==> src/hw/host_port_pkg.sv <==
// Package with constants for the parallel host bus interface.
//
// Function
// - Write captures the data bus into the selected register on write strobe rise.
// - Read begins at read strobe fall; selected register drives data lines.
// - Data lines driven only while read strobe and chip select are low.
// - Chip select high releases data lines and ignores strobes.
// - Interrupt output is active low open drain, never driven high.
// - Frame trigger input event starts a new frame.
// - Hardware reset low returns the device to power-on state; weak pull-up.
// - All timing derives from 12.0 MHz oscillator and 156 MHz PLL.
// - Ready is withheld until oscillator started and PLL locked.
// - Oscillator keeps running while the serial channel is disabled.
// - Device is always serial bus master; host handshakes by interrupt or poll.
// - Select lines registered when chip select low and either strobe falls.
// - Data bus is 8 bits bidirectional, lowest line is the LSB.
package host_port_pkg;

   // ----------------------------------------------------------------
   // Bus widths
   // ----------------------------------------------------------------
   localparam int DATA_W = 8;
   localparam int SEL_W = 8;

   // ----------------------------------------------------------------
   // Clock and timing
   // ----------------------------------------------------------------
   localparam int SYS_CLK_KHZ = 25000;
   localparam int OSC_KHZ = 12000;
   localparam int PLL_KHZ = 156000;
   // Startup wait after oscillator and PLL report good, in microseconds.
   localparam int INIT_TIME_US = 1000;
   localparam int INIT_CYCLES = (INIT_TIME_US * SYS_CLK_KHZ) / 1000;

   // ----------------------------------------------------------------
   // Reset values
   // ----------------------------------------------------------------
   localparam logic [7:0] REG_RESET_VAL = 8'h00;

endpackage

==> src/hw/parallel_host_bus_interface.sv <==
// Parallel host port: strobes, register select, data bus, interrupt, trigger.
`timescale 1ns/100ps
module parallel_host_bus_interface #(
   parameter int INIT_CYCLES = host_port_pkg::INIT_CYCLES
) (
   // Clock and reset
   input wire logic sys_clk_i,
   input wire logic sys_rst_i,
   input wire logic hw_reset_n_i,
   // Host bus pins
   input wire logic chip_sel_n_i,
   input wire logic wr_strobe_n_i,
   input wire logic rd_strobe_n_i,
   input wire logic [7:0] reg_select_lines_i,
   input wire logic [7:0] host_data_bus_i,
   output logic [7:0] host_data_bus_o,
   output logic host_data_bus_oe_o,
   // Interrupt pin, open drain
   output logic irq_n_o,
   output logic irq_n_oe_o,
   // Frame trigger pin
   input wire logic frame_start_input_i,
   // Oscillator and PLL status
   input wire logic osc_running_i,
   input wire logic pll_locked_i,
   // Core side
   output logic ctrl_ready_o,
   output logic reg_wr_o,
   output logic reg_rd_o,
   output logic [7:0] reg_addr_o,
   output logic [7:0] reg_wdata_o,
   input wire logic [7:0] reg_rdata_i,
   output logic frame_start_o,
   input wire logic irq_cause_i,
   input wire logic irq_mask_i
);
   localparam int CNT_W = $clog2(INIT_CYCLES + 1);

   // ----------------------------------------------------------------
   // Elaboration checks
   // ----------------------------------------------------------------
   if (INIT_CYCLES < 1) begin : g_chk
      $error("INIT_CYCLES must be at least one");
   end

   // ----------------------------------------------------------------
   // Pin synchronisers
   // ----------------------------------------------------------------
   logic rst_lvl;
   logic cs_lvl;
   logic wr_lvl;
   logic wr_rise;
   logic wr_fall;
   logic rd_lvl;
   logic rd_fall;
   logic frame_start_input_rise;

   // The reset pin is synchronised too; its weak pull-up sits in the pad, so an open pin reads high.
   pin_sync #(
      .RESET_VAL(1'b1)
   ) u_rst (
      .sys_clk_i(sys_clk_i),
      .sys_rst_i(sys_rst_i),
      .pin_i(hw_reset_n_i),
      .level_o(rst_lvl),
      .rise_o(),
      .fall_o()
   );

   // Chip select only needs its level; the edges come from the strobes.
   pin_sync #(
      .RESET_VAL(1'b1)
   ) u_cs (
      .sys_clk_i(sys_clk_i),
      .sys_rst_i(sys_rst_i),
      .pin_i(chip_sel_n_i),
      .level_o(cs_lvl),
      .rise_o(),
      .fall_o()
   );

   // Write strobe: the fall opens a write and the rise commits it.
   pin_sync #(
      .RESET_VAL(1'b1)
   ) u_wr (
      .sys_clk_i(sys_clk_i),
      .sys_rst_i(sys_rst_i),
      .pin_i(wr_strobe_n_i),
      .level_o(wr_lvl),
      .rise_o(wr_rise),
      .fall_o(wr_fall)
   );

   // Read strobe: the fall starts a read and the level gates the drivers.
   pin_sync #(
      .RESET_VAL(1'b1)
   ) u_rd (
      .sys_clk_i(sys_clk_i),
      .sys_rst_i(sys_rst_i),
      .pin_i(rd_strobe_n_i),
      .level_o(rd_lvl),
      .rise_o(),
      .fall_o(rd_fall)
   );

   // The trigger idles low, so its synchroniser resets low to avoid a false edge.
   pin_sync #(
      .RESET_VAL(1'b0)
   ) u_frame_start_input (
      .sys_clk_i(sys_clk_i),
      .sys_rst_i(sys_rst_i),
      .pin_i(frame_start_input_i),
      .level_o(),
      .rise_o(frame_start_input_rise),
      .fall_o()
   );

   // Select lines pass two stages; the host holds them for the whole strobe.
   // Data pass five stages, so when the synchronised write rise arrives the
   // last stage holds the byte that stood on the pins just before the rise.
   // A host may move its data at that edge, so any later sample is unsafe.
   logic [7:0] sel_s1_q;
   logic [7:0] sel_s2_q;
   logic [7:0] dat_s1_q;
   logic [7:0] dat_s2_q;
   logic [7:0] dat_s3_q;
   logic [7:0] dat_s4_q;
   logic [7:0] dat_s5_q;

   // Sample pipeline for the select and data pins.
   always_ff @(posedge sys_clk_i) begin
      if (sys_rst_i) begin
         sel_s1_q <= 8'h00;
         sel_s2_q <= 8'h00;
         dat_s1_q <= 8'h00;
         dat_s2_q <= 8'h00;
         dat_s3_q <= 8'h00;
         dat_s4_q <= 8'h00;
         dat_s5_q <= 8'h00;
      end else begin
         sel_s1_q <= reg_select_lines_i;
         sel_s2_q <= sel_s1_q;
         dat_s1_q <= host_data_bus_i;
         dat_s2_q <= dat_s1_q;
         dat_s3_q <= dat_s2_q;
         dat_s4_q <= dat_s3_q;
         dat_s5_q <= dat_s4_q;
      end
   end

   // ----------------------------------------------------------------
   // Internal reset and startup
   // ----------------------------------------------------------------
   logic core_rst;
   assign core_rst = sys_rst_i | ~rst_lvl;

   logic [CNT_W-1:0] init_cnt_q;
   logic [CNT_W-1:0] init_cnt_d;
   logic ready_q;
   logic ready_d;

   // The wait count only runs once oscillator and PLL report good, so a
   // slow lock can never be mistaken for ready. Nothing here looks at the
   // serial channel's enable, so a disabled channel never stops the clock.
   always_comb begin
      init_cnt_d = init_cnt_q;
      ready_d = ready_q;
      if (!(osc_running_i && pll_locked_i)) begin
         init_cnt_d = '0;
         ready_d = 1'b0;
      end else if (init_cnt_q == CNT_W'(INIT_CYCLES)) begin
         ready_d = 1'b1;
      end else begin
         init_cnt_d = init_cnt_q + CNT_W'(1);
      end
   end

   // Startup state; pin reset restarts the wait as at power-on.
   always_ff @(posedge sys_clk_i) begin
      if (core_rst) begin
         init_cnt_q <= '0;
         ready_q <= 1'b0;
      end else begin
         init_cnt_q <= init_cnt_d;
         ready_q <= ready_d;
      end
   end

   // ----------------------------------------------------------------
   // Register transfers
   // ----------------------------------------------------------------
   logic [7:0] addr_q;
   logic [7:0] addr_d;
   logic [7:0] wdata_q;
   logic [7:0] wdata_d;
   logic wr_q;
   logic wr_d;
   logic rd_q;
   logic rd_d;
   logic wr_open_q;
   logic wr_open_d;
   logic [7:0] rbuf_q;
   logic [7:0] rbuf_d;
   logic oe_q;
   logic oe_d;
   logic rd_lat_q;
   logic rd_lat_d;

   // A write opens at the strobe fall with chip select low and closes at the
   // rising edge; chip select may rise with the strobe, so the open flag,
   // not the live chip select, qualifies the rising edge.
   always_comb begin
      addr_d = addr_q;
      wdata_d = wdata_q;
      wr_d = 1'b0;
      rd_d = 1'b0;
      wr_open_d = wr_open_q;
      rbuf_d = rbuf_q;
      rd_lat_d = rd_q;
      if (!cs_lvl && (wr_fall || rd_fall)) begin
         addr_d = sel_s2_q;
      end
      if (!cs_lvl && wr_fall) begin
         wr_open_d = 1'b1;
      end
      if (wr_rise && wr_open_q) begin
         wdata_d = dat_s5_q;
         wr_d = 1'b1;
         wr_open_d = 1'b0;
      end else if (cs_lvl && wr_lvl) begin
         wr_open_d = 1'b0;
      end
      if (!cs_lvl && rd_fall) begin
         rd_d = 1'b1;
      end
      if (rd_lat_q) begin
         rbuf_d = reg_rdata_i;
      end
      oe_d = ~cs_lvl & ~rd_lvl;
   end

   // Transfer state; pin reset clears any half-done access.
   always_ff @(posedge sys_clk_i) begin
      if (core_rst) begin
         addr_q <= host_port_pkg::REG_RESET_VAL;
         wdata_q <= host_port_pkg::REG_RESET_VAL;
         wr_q <= 1'b0;
         rd_q <= 1'b0;
         wr_open_q <= 1'b0;
         rbuf_q <= host_port_pkg::REG_RESET_VAL;
         oe_q <= 1'b0;
         rd_lat_q <= 1'b0;
      end else begin
         addr_q <= addr_d;
         wdata_q <= wdata_d;
         wr_q <= wr_d;
         rd_q <= rd_d;
         wr_open_q <= wr_open_d;
         rbuf_q <= rbuf_d;
         oe_q <= oe_d;
         rd_lat_q <= rd_lat_d;
      end
   end

   // ----------------------------------------------------------------
   // Interrupt and trigger
   // ----------------------------------------------------------------
   logic irq_oe_q;
   logic irq_oe_d;
   logic frame_start_input_q;
   logic frame_start_input_d;

   // The line is only ever pulled low; the pull-up supplies the high level.
   always_comb begin
      irq_oe_d = irq_cause_i & ~irq_mask_i;
      frame_start_input_d = frame_start_input_rise;
   end

   // Interrupt and trigger registers; the line is released during reset.
   always_ff @(posedge sys_clk_i) begin
      if (core_rst) begin
         irq_oe_q <= 1'b0;
         frame_start_input_q <= 1'b0;
      end else begin
         irq_oe_q <= irq_oe_d;
         frame_start_input_q <= frame_start_input_d;
      end
   end

   // ----------------------------------------------------------------
   // Outputs
   // ----------------------------------------------------------------
   assign host_data_bus_o = rbuf_q;
   assign host_data_bus_oe_o = oe_q;
   assign irq_n_o = 1'b0;
   assign irq_n_oe_o = irq_oe_q;
   assign ctrl_ready_o = ready_q;
   assign reg_wr_o = wr_q;
   assign reg_rd_o = rd_q;
   assign reg_addr_o = addr_q;
   assign reg_wdata_o = wdata_q;
   assign frame_start_o = frame_start_input_q;
endmodule // parallel_host_bus_interface

==> src/hw/pin_sync.sv <==
// Three-stage synchroniser for one asynchronous pin.
`timescale 1ns/100ps
module pin_sync #(
   parameter logic RESET_VAL = 1'b1
) (
   // Clock and reset
   input wire logic sys_clk_i,
   input wire logic sys_rst_i,
   // Pin and result
   input wire logic pin_i,
   output logic level_o,
   output logic rise_o,
   output logic fall_o
);
   logic [2:0] stage_q;
   logic [2:0] stage_d;
   logic level_q;
   logic level_d;
   logic rise_q;
   logic rise_d;
   logic fall_q;
   logic fall_d;

   // A change is accepted once the second and third stages agree, so the
   // first stage is never examined directly.
   always_comb begin
      stage_d = {stage_q[1:0], pin_i};
      level_d = level_q;
      if (stage_q[1] == stage_q[2]) begin
         level_d = stage_q[2];
      end
      rise_d = level_d & ~level_q;
      fall_d = ~level_d & level_q;
   end

   // Registers only; the reset value matches the pin's idle level.
   always_ff @(posedge sys_clk_i) begin
      if (sys_rst_i) begin
         stage_q <= {3{RESET_VAL}};
         level_q <= RESET_VAL;
         rise_q <= 1'b0;
         fall_q <= 1'b0;
      end else begin
         stage_q <= stage_d;
         level_q <= level_d;
         rise_q <= rise_d;
         fall_q <= fall_d;
      end
   end

   assign level_o = level_q;
   assign rise_o = rise_q;
   assign fall_o = fall_q;
endmodule // pin_sync

==> config.mk <==
export PLATFORM = sky130hd
export DESIGN_NAME = parallel_host_bus_interface
export DESIGN_NICKNAME = d
export VERILOG_FILES = /design/src/hw/host_port_pkg.sv /design/src/hw/parallel_host_bus_interface.sv /design/src/hw/pin_sync.sv
export SDC_FILE = /design/constraint.sdc
export NUM_CORES = 1
export LEC_CHECK = 0
export BUFFER_PORTS_ARGS = -buffer_cell sky130_fd_sc_hd__buf_2
export CAP_MARGIN = 25
export CORE_MARGIN = 2
export CORE_UTILIZATION = 40
export DETAILED_ROUTE_END_ITERATION = 12
export GPL_TIMING_DRIVEN = 0
export SETUP_SLACK_MARGIN = 0.2
export SLEW_MARGIN = 5
export SYNTH_ARGS = -nofsm -noshare
export SYNTH_HDL_FRONTEND = slang
export SYNTH_SLANG_ARGS = --single-unit
==> constraint.sdc <==
create_clock -name sys_clk_i -period 2 [get_ports sys_clk_i]
set_input_delay 0.2 -clock sys_clk_i [delete_from_list [all_inputs] [get_ports sys_clk_i]]
set_output_delay 0.2 -clock sys_clk_i [all_outputs]
set_load 0.05 [all_outputs]
# Yosys cells after proc, flatten, opt, wreduce, memory -nomap -nowiden

Index checks and enable logic that the tools add are counted.

Add/subtract/negate cells: 1
Equality and inequality tests: 6
Multiplexer cells: 5
Bitwise operators: 16
Reduce and logical (&&, ||, !) cells: 10

Operators by type and width:

| kind                                           | number |
|---|---|
| adder 15 x 1 -> 15 bit (second input constant) | 1 |
| equality test 15 bit (second input constant)   | 1 |
| NOT 1 bit                                      | 9 |
| AND 1 bit                                      | 6 |
| logical AND 1 bit                              | 6 |
| equality test 1 bit                            | 5 |
| two-way mux 1 bit                              | 5 |
| OR reduction 3 bit                             | 1 |
| OR reduction 2 bit                             | 1 |
| logical NOT 1 bit                              | 1 |
| logical OR 1 bit                               | 1 |
| OR 1 bit                                       | 1 |

Bits in registers: 127

# Longest topological paths before layout

Gate-level depths: netlist (run 1).

Depth after elaboration: 4
Mapped depth: 5
Depth with buffers taken out: 5

# By module

Synthesis (run 1) repeated with hierarchy kept, for this count alone.

Cells, all modules: 400
Area total of the unflattened synthesis: 4246.6 um2

By module, submodules not included:

| module                         | times used | cells each | area an instance (um2) | sequential area each (um2) |
|---|---|---|---|---|
| parallel_host_bus_interface    | 1          | 326        | 3353.2                 | 2062.0 |
| pin_sync (u_cs ...)            | 4          | 15         | 178.9                  | 120.1 |
| pin_sync (u_frame_start_input) | 1          | 14         | 177.7                  | 120.1 |

# Worst setup path before layout (run 1)

OpenSTA, ideal clock, no wires.

Kind: reg2reg
From: register init_cnt_q[1]
To: register init_cnt_q[10]
Setup time: 0.075 ns
Data arrival time: 1.350 ns
Slack: 0.575 ns
Stages on the path, launching flop included: 5
Clock period less this slack: 1.425 ns
Cells stage by stage: dfxtp_1 -> ha_1 -> nand4_1 -> or4_1 -> a21oi_1

Longest elaborated chain between the ends: 1
Elaborated cells on any way between the ends: 2

Ends and longest elaborated chain:

| element                                                        | RTL line                                                               | text |
|---|---|---|
| from (decl)                                                    | parallel_host_bus_interface.sv:157                                     | `logic [CNT_W-1:0] init_cnt_q;` |
| from (signal assigned)                                         | parallel_host_bus_interface.sv:184                                     | `init_cnt_q <= init_cnt_d;` |
| adder 15 x 1 -> 15 bit or equality test 15 bit (tied branches) | parallel_host_bus_interface.sv:174, parallel_host_bus_interface.sv:171 |  |

Several ways; a longest one is shown, not always the timed one.
A chain may end at the register's enable or synchronous reset.

# Worst setup path in the final report (run 1)

Ends and elaborated chain as after synthesis.

==> load_flow_metrics.sql, run 1 <==
INSERT INTO impl_metrics (metric_group, metric, value, unit) VALUES
('run_status', 'run_status', 'completed', ''),
('yosys', 'synthTopCellsByCount', '127 x sky130_fd_sc_hd__dfxtp_1, 59 x sky130_fd_sc_hd__nor2b_1, 39 x sky130_fd_sc_hd__nand2_1', ''),
('die', 'initial_utilization', '41.5', '%'),
('yosys', 'netlist_instances', '392', ''),
('routing', 'drt_drc_violations_left', '0', ''),
('cells_and_area', 'nFillCells', '858', ''),
('critical_path', 'timing.critical_path.from', 'init_cnt_q[1]', ''),
('routing', 'dr.first_iter.drc_count', '75', ''),
('yosys', 'synth_cell_type_count', '38', ''),
('yosys', 'synthSimpleGateAreaFrac', '24.5', '%'),
('yosys', 'synth-edff-count', '0', ''),
('critical_path', 'worst_r2r_path_depth', '5', ''),
('clocking', 'cts_tree', 'built', ''),
('critical_path', 'timing.setup.critical_path_class', 'reg -> reg', ''),
('die', 'placeableCoreArea', '9860', 'sq um'),
('yosys', 'synth_compound_area_share', '6.42', '%'),
('global_routing', 'overall_overflow_remaining_after_global_route', '0', ''),
('timing', 'setup_violations', '0', ''),
('die', 'top_level_ports', '66', ''),
('timing', 'finClkSkew', '0.00649', 'ns'),
('critical_path', 'crit_path_top_delay_cell', 'sky130_fd_sc_hd__dfxtp_1', ''),
('global_routing', 'grt.busiest_layer', 'met2', ''),
('critical_path', 'worst-endpoint-required', '2.43', 'ns'),
('yosys', 'synthXorXnorAreaFrac', '0.428', '%'),
('critical_path', 'setup_slack_of_the_worst_register_to_register_path', '0.38', 'ns'),
('cells_and_area', 'final_nets', '543', ''),
('clocking', 'clk-insertion-delay-late', '0.51', 'ns'),
('yosys', 'seq_area_frac_synth', '62.1', '%'),
('die', 'floorplan.die.width', '105', 'microns'),
('timing', 'timing.slew.headroom', '62.2', '%'),
('critical_path', 'critical_path_cell_sequence', 'ha_1, nand4_1, buf_4, or4_1, a21oi_1', ''),
('yosys', 'synth_mux_area_share', '3.18', '%'),
('yosys', 'post-synth-top-area-cell', 'sky130_fd_sc_hd__dfxtp_1', ''),
('global_routing', 'grt_pass1_vias', '2840', ''),
('min_path', 'timing.hold.worst.class', 'in -> reg', ''),
('power_and_ir_drop', 'power.total', '0.00563', 'W'),
('critical_path', 'cp-start-kind', 'flip-flop', ''),
('yosys', 'synth_net_count', '429', ''),
('critical_path', 'crit_cells', '5', ''),
('critical_path', 'worst_flop_to_flop_path_endpoint', 'init_cnt_q[10]', ''),
('job', 'max_cap_viol_count', '0', ''),
('critical_path', 'critical_path_peak_fanout', '9', ''),
('timing', 'worst_pin_slew', '0.567', 'ns'),
('cells_and_area', 'final_layout_size_suffix_gt1_share', '22.4', '%'),
('power_and_ir_drop', 'static-leakage-power', '2.14', 'nW'),
('clocking', 'clkTransAtPathRegs', '0.06', 'ns'),
('yosys', 'largest_family_of_logic_cells_by_synthesized_area', 'simple AND/OR/NAND/NOR gates', ''),
('yosys', 'synthMostInstantiatedCell', 'sky130_fd_sc_hd__dfxtp_1', ''),
('clocking', 'clockBufferDepth', '2', ''),
('critical_path', 'setup.worst_path.end_class', 'flip-flop', ''),
('routing', 'wl_per_cell', '11.8', 'microns'),
('global_routing', 'grt_util_met3', '5.86', '%'),
('power_and_ir_drop', 'power.density_cell_area', '1030', 'nW/um^2'),
('timing', 'maxClockFrequency', '0.619', 'GHz'),
('yosys', 'yosysTopAreaCellShare', '62.1', '%'),
('global_routing', 'grt_max_degree', '17', ''),
('critical_path', 'path_delay_family', 'simple AND/OR/NAND/NOR gates', ''),
('clocking', 'clock_tree.root_cell', 'sky130_fd_sc_hd__clkbuf_8', ''),
('power_and_ir_drop', 'vdd_drop_max', '587', 'uV'),
('timing', 'timing.final.hold_violations', '0', ''),
('global_routing', 'groute.usage.overall', '15.2', '%'),
('die', 'placementRows', '36', ''),
('placed_design', 'dp_hpwl', '5.01', 'mm'),
('clocking', 'cts_inserted_buffers', '17', ''),
('routing', 'drt-vias-per-instance', '4.50', ''),
('yosys', 'synth_flop_cell', 'sky130_fd_sc_hd__dfxtp_1', ''),
('critical_path', 'worst_path_largest_cell_delay', '0.42', 'ns'),
('critical_path', 'critPathCapture', 'init_cnt_q[10]', ''),
('yosys', 'yosys_warnings', '0', ''),
('routing', 'finalWirelength', '7.70', 'mm'),
('yosys', 'synth-adder-area-share', '0.612', '%');
==> metrics by stage <==
stage          instances  hold WS (ns)  util (%)  instance area (sq um)  setup slack (ns)
4_1_cts              650         0.164      55.2                   5440             0.255
3_3_place_gp         588         0.363      46.4                   4570             0.307
2_1_floorplan        392         0.276         -                   4090             0.575
5_1_grt              651         0.193      55.3                   5460             0.290
6_report             651         0.167      55.3                   5460             0.384
3_5_place_dp         588         0.368      46.4                   4570             0.316
==> where the power goes <==
group	leakage (nW)	internal [W]	switching (W)	total [W]
clock network	0.264	0.00177	0.00108	0.00285
logic	0.847	0.000104	0.0000792	0.000184
registers	1.03	0.00258	0.0000145	0.00260
total	2.14	0.00446	0.00118	0.00563
==> worst min-delay path: cells and delay by family <==
family                 cells  cell delay, ns
AO/OA/AOI/OAI              1            0.07
buffers and inverters      1            0.11
AND/OR/NAND/NOR            1            0.26
==> layout by cell type (no fill, tap or decap), drive strengths merged, types with 6 or more instances in the layout <==
cell,n
dfxtp,127
nand2,39
inv,10
dlygate4sd3,31
a21oi,27
nor2b,59
mux2i,13
buf,66
nor2,19
nand3,13
or2,12
nor3b,6
clkbuf,34
==> timing repair <==
action / in CTS / in global routing
hold endpoints to repair: 30 / 0
buffers inserted: 0 / 1
endpoints found under the setup margin: 0 / 4
resized for setup: 0 / 3
hold buffers: 31 / 0
==> registers in the layout (all words and copies together), names as in the netlist, 3 cells and up <==
| register | cells |
|---|---|
| u_cs.stage_q | 3 |
| u_rst.stage_q | 3 |
| dat_s4_q | 8 |
| dat_s2_q | 8 |
| sel_s2_q | 8 |
| reg_wdata_o | 8 |
| u_wr.stage_q | 3 |
| init_cnt_q | 15 |
| u_frame_start_input.stage_q | 3 |
| reg_addr_o | 8 |
| sel_s1_q | 8 |
| dat_s5_q | 8 |
| host_data_bus_o | 8 |
| dat_s1_q | 8 |
| dat_s3_q | 8 |
| u_rd.stage_q | 3 |
==> final cells by class <==
cell class              instances  area, sq um  area share, %
flip-flops and latches        127         2540           46.6
multi-input cells             240         1450           26.6
repair buffers                 95          633           11.6
clock buffers                  18          418           7.66
well taps                     133          166           3.05
clock inverters                13          140           2.57
plain buffers                  18         81.3           1.49
inverters                       7         26.3          0.482
==> cell families after synthesis <==
kind of cell,after synthesis
compound gates,45
xor+xnor,2
fa+ha+maj,2
buf+inv,25
flops,127
mux,13
other cells,1
simple gates,177
==> how the worst min path moves through the flow <==
stage | startpoint | to | slack [ns] | depth (start not counted)
after floorplan | irq_mask_i | irq_n_oe_o | 0.28 | 1
after global placement | irq_mask_i | irq_n_oe_o | 0.36 | 2
after detailed placement | irq_mask_i | irq_n_oe_o | 0.37 | 2
after CTS | pll_locked_i | init_cnt_q[8] | 0.16 | 3
after global routing | pll_locked_i | init_cnt_q[3] | 0.19 | 3
final | pll_locked_i | init_cnt_q[8] | 0.17 | 3
==> routing by layer <==
layer | vias to the layer above | wire (microns)
li1 | 1520 | -
met1 | 1335 | 3320
met2 | 59 | 3850
met3 | 13 | 369
met4 | 0 | 154
met5 | - | 0
Note: power is estimated with default switching activity, not from simulation.
==> inputs of run 2 (changes only) <==
Clock period 2 ns to 1.4 ns, I/O delays scaled along.
==> run 2 against run 1 <==
Net effect:
- utilization increased by 5.1 points
- the flow now finishes with violations (setup timing)
- total power increased by 44%
- global-route usage increased by 0.91 points
- die area unchanged
- largest cell class unchanged
- clock power increased by 45%
- first-iteration DRC count increased by 67%
- fmax increased by 9.3%
- worst setup slack got worse by 0.46 ns
==> load_flow_metrics.sql, run 2 (same netlist as run 1, synthesis figures left out) <==
INSERT INTO impl_metrics (metric_group, metric, value, unit) VALUES
('critical_path', 'critPathCapture', 'init_cnt_q[1]', ''),
('routing', 'dr.first_iter.drc_count', '125', ''),
('min_path', 'timing.hold.worst.class', 'in -> reg', ''),
('cells_and_area', 'layout_common_cells', '89 x sky130_fd_sc_hd__dfxtp_1, 59 x sky130_fd_sc_hd__nor2b_1, 37 x sky130_fd_sc_hd__nand2_1', ''),
('routing', 'drt_drc_violations_left', '0', ''),
('timing', 'period_minus_slack', '1.48', 'ns'),
('critical_path', 'timing.setup.critical_path_class', 'reg -> reg', ''),
('global_routing', 'global_route.usage.met1', '17.3', '%'),
('routing', 'route.antenna.remaining_nets', '0', ''),
('global_routing', 'grt_antenna_before_repair', '0', ''),
('timing', 'layout_setup_ws', '-0.0790', 'ns'),
('clocking', 'clkTransAtPathRegs', '0.06', 'ns'),
('job', 'max_cap_viol_count', '0', ''),
('cells_and_area', 'final-instance-count-excl-fill', '668', ''),
('global_routing', 'grt_pass1_wl', '13.7', 'mm'),
('die', 'placeableCoreArea', '9860', 'sq um'),
('critical_path', 'critical_path_cell_sequence', 'or4b_4, nor4_4, buf_4, mux2i_2', ''),
('die', 'top_level_ports', '66', ''),
('die', 'chipHeight', '105', 'microns'),
('global_routing', 'grt.busiest_layer', 'met2', ''),
('run_status', 'violations', 'setup timing', ''),
('power_and_ir_drop', 'static-leakage-power', '2.34', 'nW'),
('clocking', 'clkSinkCount', '127', ''),
('critical_path', 'worst-endpoint-required', '1.82', 'ns'),
('cells_and_area', 'largest_register_ff_count', '15', ''),
('timing', 'setup_violations', '6', ''),
('timing', 'report.final.slew_viol_count', '0', ''),
('critical_path', 'critical_path_peak_fanout', '3', ''),
('power_and_ir_drop', 'share_seq_of_total_power', '45.7', '%'),
('timing', 'maxClockFrequency', '0.676', 'GHz'),
('timing', 'timing.final.hold_violations', '0', ''),
('clocking', 'cts_inserted_buffers', '17', ''),
('routing', 'wl_per_cell', '12.5', 'microns'),
('global_routing', 'grt_util_met3', '5.86', '%'),
('critical_path', 'crit_path_top_delay_cell', 'sky130_fd_sc_hd__or4b_4', ''),
('global_routing', 'groute.usage.overall', '16.2', '%'),
('power_and_ir_drop', 'power.density_cell_area', '1360', 'nW/um^2'),
('critical_path', 'worst-endpoint-arrival', '1.90', 'ns'),
('cells_and_area', 'final_util', '60.4', '%'),
('placed_design', 'gp_congestion', '0.787', ''),
('die', 'floorplan.die.width', '105', 'microns'),
('power_and_ir_drop', 'pwr-share-clk', '50.9', '%'),
('power_and_ir_drop', 'power.switching_fraction', '20.2', '%'),
('clocking', 'htree_num_levels', '4', ''),
('critical_path', 'crit_cells', '4', ''),
('critical_path', 'cp-start-kind', 'flip-flop', ''),
('critical_path', 'worst_path_largest_cell_delay', '0.54', 'ns'),
('clocking', 'clk-insertion-delay-late', '0.51', 'ns'),
('placed_design', 'dp_hpwl', '4.98', 'mm'),
('critical_path', 'worst_flop_to_flop_path_endpoint', 'init_cnt_q[1]', ''),
('global_routing', 'overall_overflow_remaining_after_global_route', '0', ''),
('clocking', 'clockBufferDepth', '2', ''),
('critical_path', 'cp.buffers_inverters', '1', ''),
('global_routing', 'global_route.usage.met2', '27.9', '%'),
('cells_and_area', 'final_layout_size_suffix_gt1_share', '36.3', '%'),
('power_and_ir_drop', 'vdd_drop_max', '887', 'uV'),
('critical_path', 'r2r-start', 'init_cnt_q[11]', ''),
('global_routing', 'grt_pass1_vias', '2953', ''),
('global_routing', 'grt_max_degree', '17', ''),
('clocking', 'cts_tree', 'built', ''),
('cells_and_area', 'antenna_cells_inserted', '0', ''),
('power_and_ir_drop', 'power.share.combinational', '3.4', '%'),
('timing', 'finClkSkew', '0.00598', 'ns'),
('die', 'die_footprint', '11100', 'sq um'),
('routing', 'finalWirelength', '8.38', 'mm'),
('die', 'placementRows', '36', ''),
('power_and_ir_drop', 'p_int', '0.00648', 'W'),
('power_and_ir_drop', 'switching_pwr', '0.00164', 'W'),
('routing', 'via_count', '3029', ''),
('critical_path', 'worst_r2r_path_depth', '4', ''),
('placed_design', 'dp.cells', '588', ''),
('timing', 'period_share', '106', '%'),
('placed_design', 'pre_cts_slack', '-0.197', 'ns'),
('cells_and_area', 'area_growth', '45.6', '%'),
('die', 'initial_utilization', '41.5', '%'),
('cells_and_area', 'leading_cell_type_in_the_layout_fill_and_taps_excluded', 'sky130_fd_sc_hd__dfxtp_1', ''),
('critical_path', 'setup_slack_of_the_worst_register_to_register_path', '-0.08', 'ns'),
('critical_path', 'timing.critical_path.from', 'init_cnt_q[11]', ''),
('cells_and_area', 'max_flop_register', 'init_cnt_q', ''),
('run_status', 'run_status', 'complete, but fails checks', ''),
('placed_design', 'port_buffers', '63', ''),
('timing', 'rsz0062_at_grt', 'yes', ''),
('cells_and_area', 'final_nets', '559', ''),
('routing', 'first_pass_drt_iterations', '5', ''),
('critical_path', 'setup.worst_path.end_class', 'flip-flop', ''),
('routing', 'drt-vias-per-instance', '4.53', ''),
('clocking', 'clock_tree.root_cell', 'sky130_fd_sc_hd__clkbuf_8', ''),
('critical_path', 'path_delay_family', 'simple AND/OR/NAND/NOR gates', '');
run 2: changes by cell type in the layout (fill, tap and decap cells not counted), sizes merged:
cell,previous run,this run
buf,66,84
clkbuf,34,37
inv,10,7
bufinv,2,1
run 2: tightest hold or removal path: cells and delay by family:
family	cells	cell delay, ns
compound gates	1	0.05
buf+inv	1	0.11
simple gates	1	0.31
run 2: layer usage:
metal / up-vias / wire, microns
li1: 1565 / -
met1: 1393 / 3550
met2: 54 / 4320
met3: 17 / 307
met4: 0 / 207
met5: - / 0
run 2: layout make-up:
cell class | count | area, sq um
plain buffers | 18 | 88.8
clock buffers | 23 | 498
clock inverters | 9 | 80.1
fillers | 843 | 3910
inverters | 7 | 26.3
multi-input cells | 240 | 1550
flip-flops and latches | 127 | 2600
well taps | 133 | 166
repair buffers | 111 | 953
run 2: how the worst min path moves through the flow:
stage | end | slack, ns | from | cells after the start
after floorplan | irq_n_oe_o | 0.22 | irq_mask_i | 1
after global placement | irq_n_oe_o | 0.30 | irq_mask_i | 2
after detailed placement | irq_n_oe_o | 0.31 | irq_mask_i | 2
after CTS | init_cnt_q[10] | 0.09 | pll_locked_i | 3
after global routing | init_cnt_q[9] | 0.15 | osc_running_i | 4
final | init_cnt_q[8] | 0.14 | pll_locked_i | 3
run 2: timing repair:
item,in CTS,in global routing
endpoints found under the hold margin,30,0
endpoints found under the setup margin,56,59
hold buffers,31,0
gates resized for setup,80,56
buffers inserted,11,5
pin swaps,13,11
cloned,1,0
run 2: metrics by stage:
| stage | total power (W) | hold slack (ns) | setup TNS (ns) | area (sq um) |
|---|---|---|---|---|
| 6_report | 0.00812 | 0.138 | -0.269 | 5960 |
| 4_1_cts | 0.00823 | 0.0924 | -0.260 | 5790 |
| 3_3_place_gp | 0.00398 | 0.304 | -3.24 | 4600 |
| 3_5_place_dp | 0.00399 | 0.313 | -4.24 | 4600 |
| 2_1_floorplan | 0.00390 | 0.216 | 0 | 4120 |
| 5_1_grt | 0.00844 | 0.155 | -0.601 | 5960 |
run 2: power groups by stage:
stage	Clock, W	Sequential (W)	Combinational [W]
floorplan	0	0.00379	0.000118
global placement	0	0.00379	0.000196
detailed placement	0	0.00379	0.000201
CTS	0.00425	0.00371	0.000271
global route	0.00442	0.00371	0.000309
finish	0.00413	0.00371	0.000275
==> inputs of run 3 (changes only) <==
==> constraint.sdc (replaced) <==
create_clock -name sys_clk_i -period 1.4 [get_ports sys_clk_i]
set_input_delay 0.28 -clock sys_clk_i [delete_from_list [all_inputs] [get_ports sys_clk_i]]
set_output_delay 0.28 -clock sys_clk_i [all_outputs]
set_load 0.05 [all_outputs]
==> run 3 against run 2 <==
Net effect:
- the run still ends with setup timing left
- hold slack got worse by 0.12 ns
- register-to-register slack about the same
- combinational power decreased by 5%
- via count decreased by 0.92%
- clock skew about the same
- utilization increased by 0.063 points
- non-clock buffer count decreased by 7
- critical path type unchanged
==> load_flow_metrics.sql, run 3 (same netlist as run 1, synthesis figures left out) <==
INSERT INTO impl_metrics (metric_group, metric, value, unit) VALUES
('global_routing', 'grt_max_degree', '17', ''),
('cells_and_area', 'max_flop_register', 'init_cnt_q', ''),
('cells_and_area', 'multi_input_comb_area', '1530', 'sq um'),
('cells_and_area', 'leading_cell_type_in_the_layout_fill_and_taps_excluded', 'sky130_fd_sc_hd__dfxtp_1', ''),
('power_and_ir_drop', 'static-leakage-power', '2.31', 'nW'),
('global_routing', 'grt_pass1_wl', '13.3', 'mm'),
('die', 'chipHeight', '105', 'microns'),
('cells_and_area', 'final-instance-count-excl-fill', '660', ''),
('cells_and_area', 'layout_common_cells', '86 x sky130_fd_sc_hd__dfxtp_1, 59 x sky130_fd_sc_hd__nor2b_1, 39 x sky130_fd_sc_hd__dfxtp_2', ''),
('routing', 'route.antenna.remaining_nets', '0', ''),
('placed_design', 'port_buffers', '63', ''),
('die', 'top_level_ports', '66', ''),
('min_path', 'timing.hold.worst.class', 'in -> reg', ''),
('routing', 'wl_per_cell', '12.3', 'microns'),
('placed_design', 'pre_cts_slack', '-0.163', 'ns'),
('cells_and_area', 'area_growth', '45.8', '%'),
('cells_and_area', 'final_nets', '552', ''),
('timing', 'setup_violations', '6', ''),
('clocking', 'cts_inserted_buffers', '17', ''),
('cells_and_area', 'ff_latch_area', '2600', 'sq um'),
('timing', 'worst_pin_slew', '0.524', 'ns'),
('cells_and_area', 'final_layout_size_suffix_gt1_share', '37.4', '%'),
('placed_design', 'gp_congestion', '0.785', ''),
('clocking', 'clkTransAtPathRegs', '0.06', 'ns'),
('global_routing', 'grt_antenna_before_repair', '0', ''),
('routing', 'top_signal_layer_used', 'met4', ''),
('routing', 'first_pass_drt_iterations', '4', ''),
('critical_path', 'worst-endpoint-required', '1.80', 'ns'),
('timing', 'period_share', '107', '%'),
('clocking', 'clockBufferDepth', '2', ''),
('routing', 'wire_length_on_met1', '3.43', 'mm'),
('clocking', 'clk-insertion-delay-late', '0.50', 'ns'),
('die', 'die_footprint', '11100', 'sq um'),
('cells_and_area', 'fin_area', '5960', 'sq um'),
('clocking', 'cts_tree', 'built', ''),
('clocking', 'clkSinkCount', '127', ''),
('clocking', 'htree_num_levels', '4', ''),
('critical_path', 'cp-start-kind', 'flip-flop', ''),
('power_and_ir_drop', 'power.density_cell_area', '1360', 'nW/um^2'),
('die', 'placeableCoreArea', '9860', 'sq um'),
('routing', 'route.met2.wl', '4.33', 'mm'),
('die', 'initial_utilization', '41.5', '%'),
('critical_path', 'worst_path_largest_cell_delay', '0.52', 'ns'),
('routing', 'drt-vias-per-instance', '4.55', ''),
('die', 'placementRows', '36', ''),
('critical_path', 'worst-endpoint-arrival', '1.89', 'ns'),
('critical_path', 'critPathMostFrequentCell', 'sky130_fd_sc_hd__buf_4', ''),
('placed_design', 'dp_hpwl', '5.02', 'mm'),
('placed_design', 'dpl-instance-area', '4600', 'sq um'),
('critical_path', 'crit_path_top_delay_cell', 'sky130_fd_sc_hd__or4b_4', ''),
('die', 'floorplan.die.width', '105', 'microns'),
('global_routing', 'groute.usage.overall', '15.5', '%'),
('timing', 'layout_setup_ws', '-0.0925', 'ns'),
('placed_design', 'dp.cells', '588', ''),
('cells_and_area', 'antenna_cells_inserted', '0', ''),
('critical_path', 'critical_path_peak_fanout', '4', ''),
('cells_and_area', 'nFillCells', '805', ''),
('timing', 'rsz0062_at_grt', 'yes', ''),
('routing', 'dr_wl_met3', '243', 'microns'),
('run_status', 'run_status', 'complete, but fails checks', ''),
('routing', 'finalWirelength', '8.12', 'mm'),
('critical_path', 'critical_path_cell_sequence', 'or4b_4, nor4_4, buf_4, buf_4, o21ai_2', ''),
('timing', 'timing.slew.headroom', '65.0', '%'),
('run_status', 'violations', 'setup timing', ''),
('routing', 'dr.first_iter.drc_count', '45', ''),
('critical_path', 'timing.setup.critical_path_class', 'reg -> reg', ''),
('timing', 'finClkSkew', '0.00623', 'ns'),
('clocking', 'clock_tree.root_cell', 'sky130_fd_sc_hd__clkbuf_8', ''),
('routing', 'drt_drc_violations_left', '0', ''),
('critical_path', 'setup.worst_path.end_class', 'flip-flop', ''),
('cells_and_area', 'largest_register_ff_count', '15', ''),
('timing', 'period_minus_slack', '1.49', 'ns'),
('routing', 'via_count', '3001', ''),
('timing', 'timing.final.hold_violations', '0', ''),
('global_routing', 'overall_overflow_remaining_after_global_route', '0', ''),
('timing', 'report.final.slew_viol_count', '0', ''),
('global_routing', 'grt_pass1_vias', '2887', ''),
('job', 'max_cap_viol_count', '0', ''),
('timing', 'maxClockFrequency', '0.670', 'GHz'),
('power_and_ir_drop', 'vdd_drop_max', '1110', 'uV');
==> run 3: cell types whose count changed in the layout (fill, tap and decap cells not counted), moves of 2 or more <==
cell | previous run | this run
sky130_fd_sc_hd__clkbuf_8 | 5 | 2
sky130_fd_sc_hd__dlygate4sd3_1 | 31 | 22
sky130_fd_sc_hd__inv_6 | 0 | 2
sky130_fd_sc_hd__clkinv_4 | 0 | 2
sky130_fd_sc_hd__dfxtp_2 | 34 | 39
sky130_fd_sc_hd__clkinv_2 | 4 | 1
sky130_fd_sc_hd__dfxtp_4 | 4 | 2
sky130_fd_sc_hd__dfxtp_1 | 89 | 86
sky130_fd_sc_hd__buf_6 | 31 | 4
sky130_fd_sc_hd__buf_8 | 2 | 30
==> run 3: power breakdown <==
part	internal, W	leakage (nW)	total, W	switching, W
Sequential	0.00369	1.06	0.00371	0.0000216
Clock	0.00258	0.267	0.00414	0.00157
Combinational	0.000144	0.983	0.000260	0.000116
==> run 3: metal layers <==
metal,track usage [%],up-vias
li1,-,1541
met1,16.8,1401
met2,27.6,48
met3,5.61,11
met4,5.71,0
met5,0,-
==> run 3: critical path, delay by kind of cell (launching register included) <==
family / cells / cell delay [ns]
DFF: 1 / 0.34
and+or+nand+nor: 2 / 0.69
buffers and inverters: 2 / 0.30
AOI/OAI and AO/OA: 1 / 0.05
==> run 3: path summary, 6_finish.rpt <==
kind,startpoint,endpoint,slack [ns],depth (start not counted)
worst max-delay path,init_cnt_q[11],init_cnt_q[2],-0.09,5
worst min-delay path,reg_rdata_i[7],host_data_bus_o[7],0.02,3
worst max register to register,init_cnt_q[11],init_cnt_q[2],-0.09,5
worst min register to register,u_wr.stage_q[0],u_wr.stage_q[1],0.41,1
==> run 3: final cells by class <==
class                   instances  share of cell area (%)
well taps                     133                    2.79
clock buffers                  19                    7.24
plain buffers                  18                    1.49
multi-input cells             240                    25.6
clock inverters                12                    2.29
flip-flops and latches        127                    43.6
repair buffers                104                    16.6
inverters                       7                   0.441
==> run 3: timing repair <==
action / in CTS / in global routing
pin swaps: 10 / 4
buffers inserted: 11 / 7
gates resized for setup: 139 / 20
hold buffers: 22 / 0
endpoints found under the setup margin: 61 / 64
hold endpoints to repair: 22 / 0
cloned: 1 / 0
==> run 3: stage by stage <==
step / power, W / setup TNS, ns / utilization, % / hold WS, ns
floorplan: 0.00390 / 0 / - / 0.356
global placement: 0.00398 / -2.57 / 46.7 / 0.396
detailed placement: 0.00399 / -2.90 / 46.7 / 0.394
CTS: 0.00820 / -0.113 / 59.4 / 0.00620
global route: 0.00840 / -0.826 / 60.5 / 0.00981
finish: 0.00811 / -0.330 / 60.5 / 0.0168
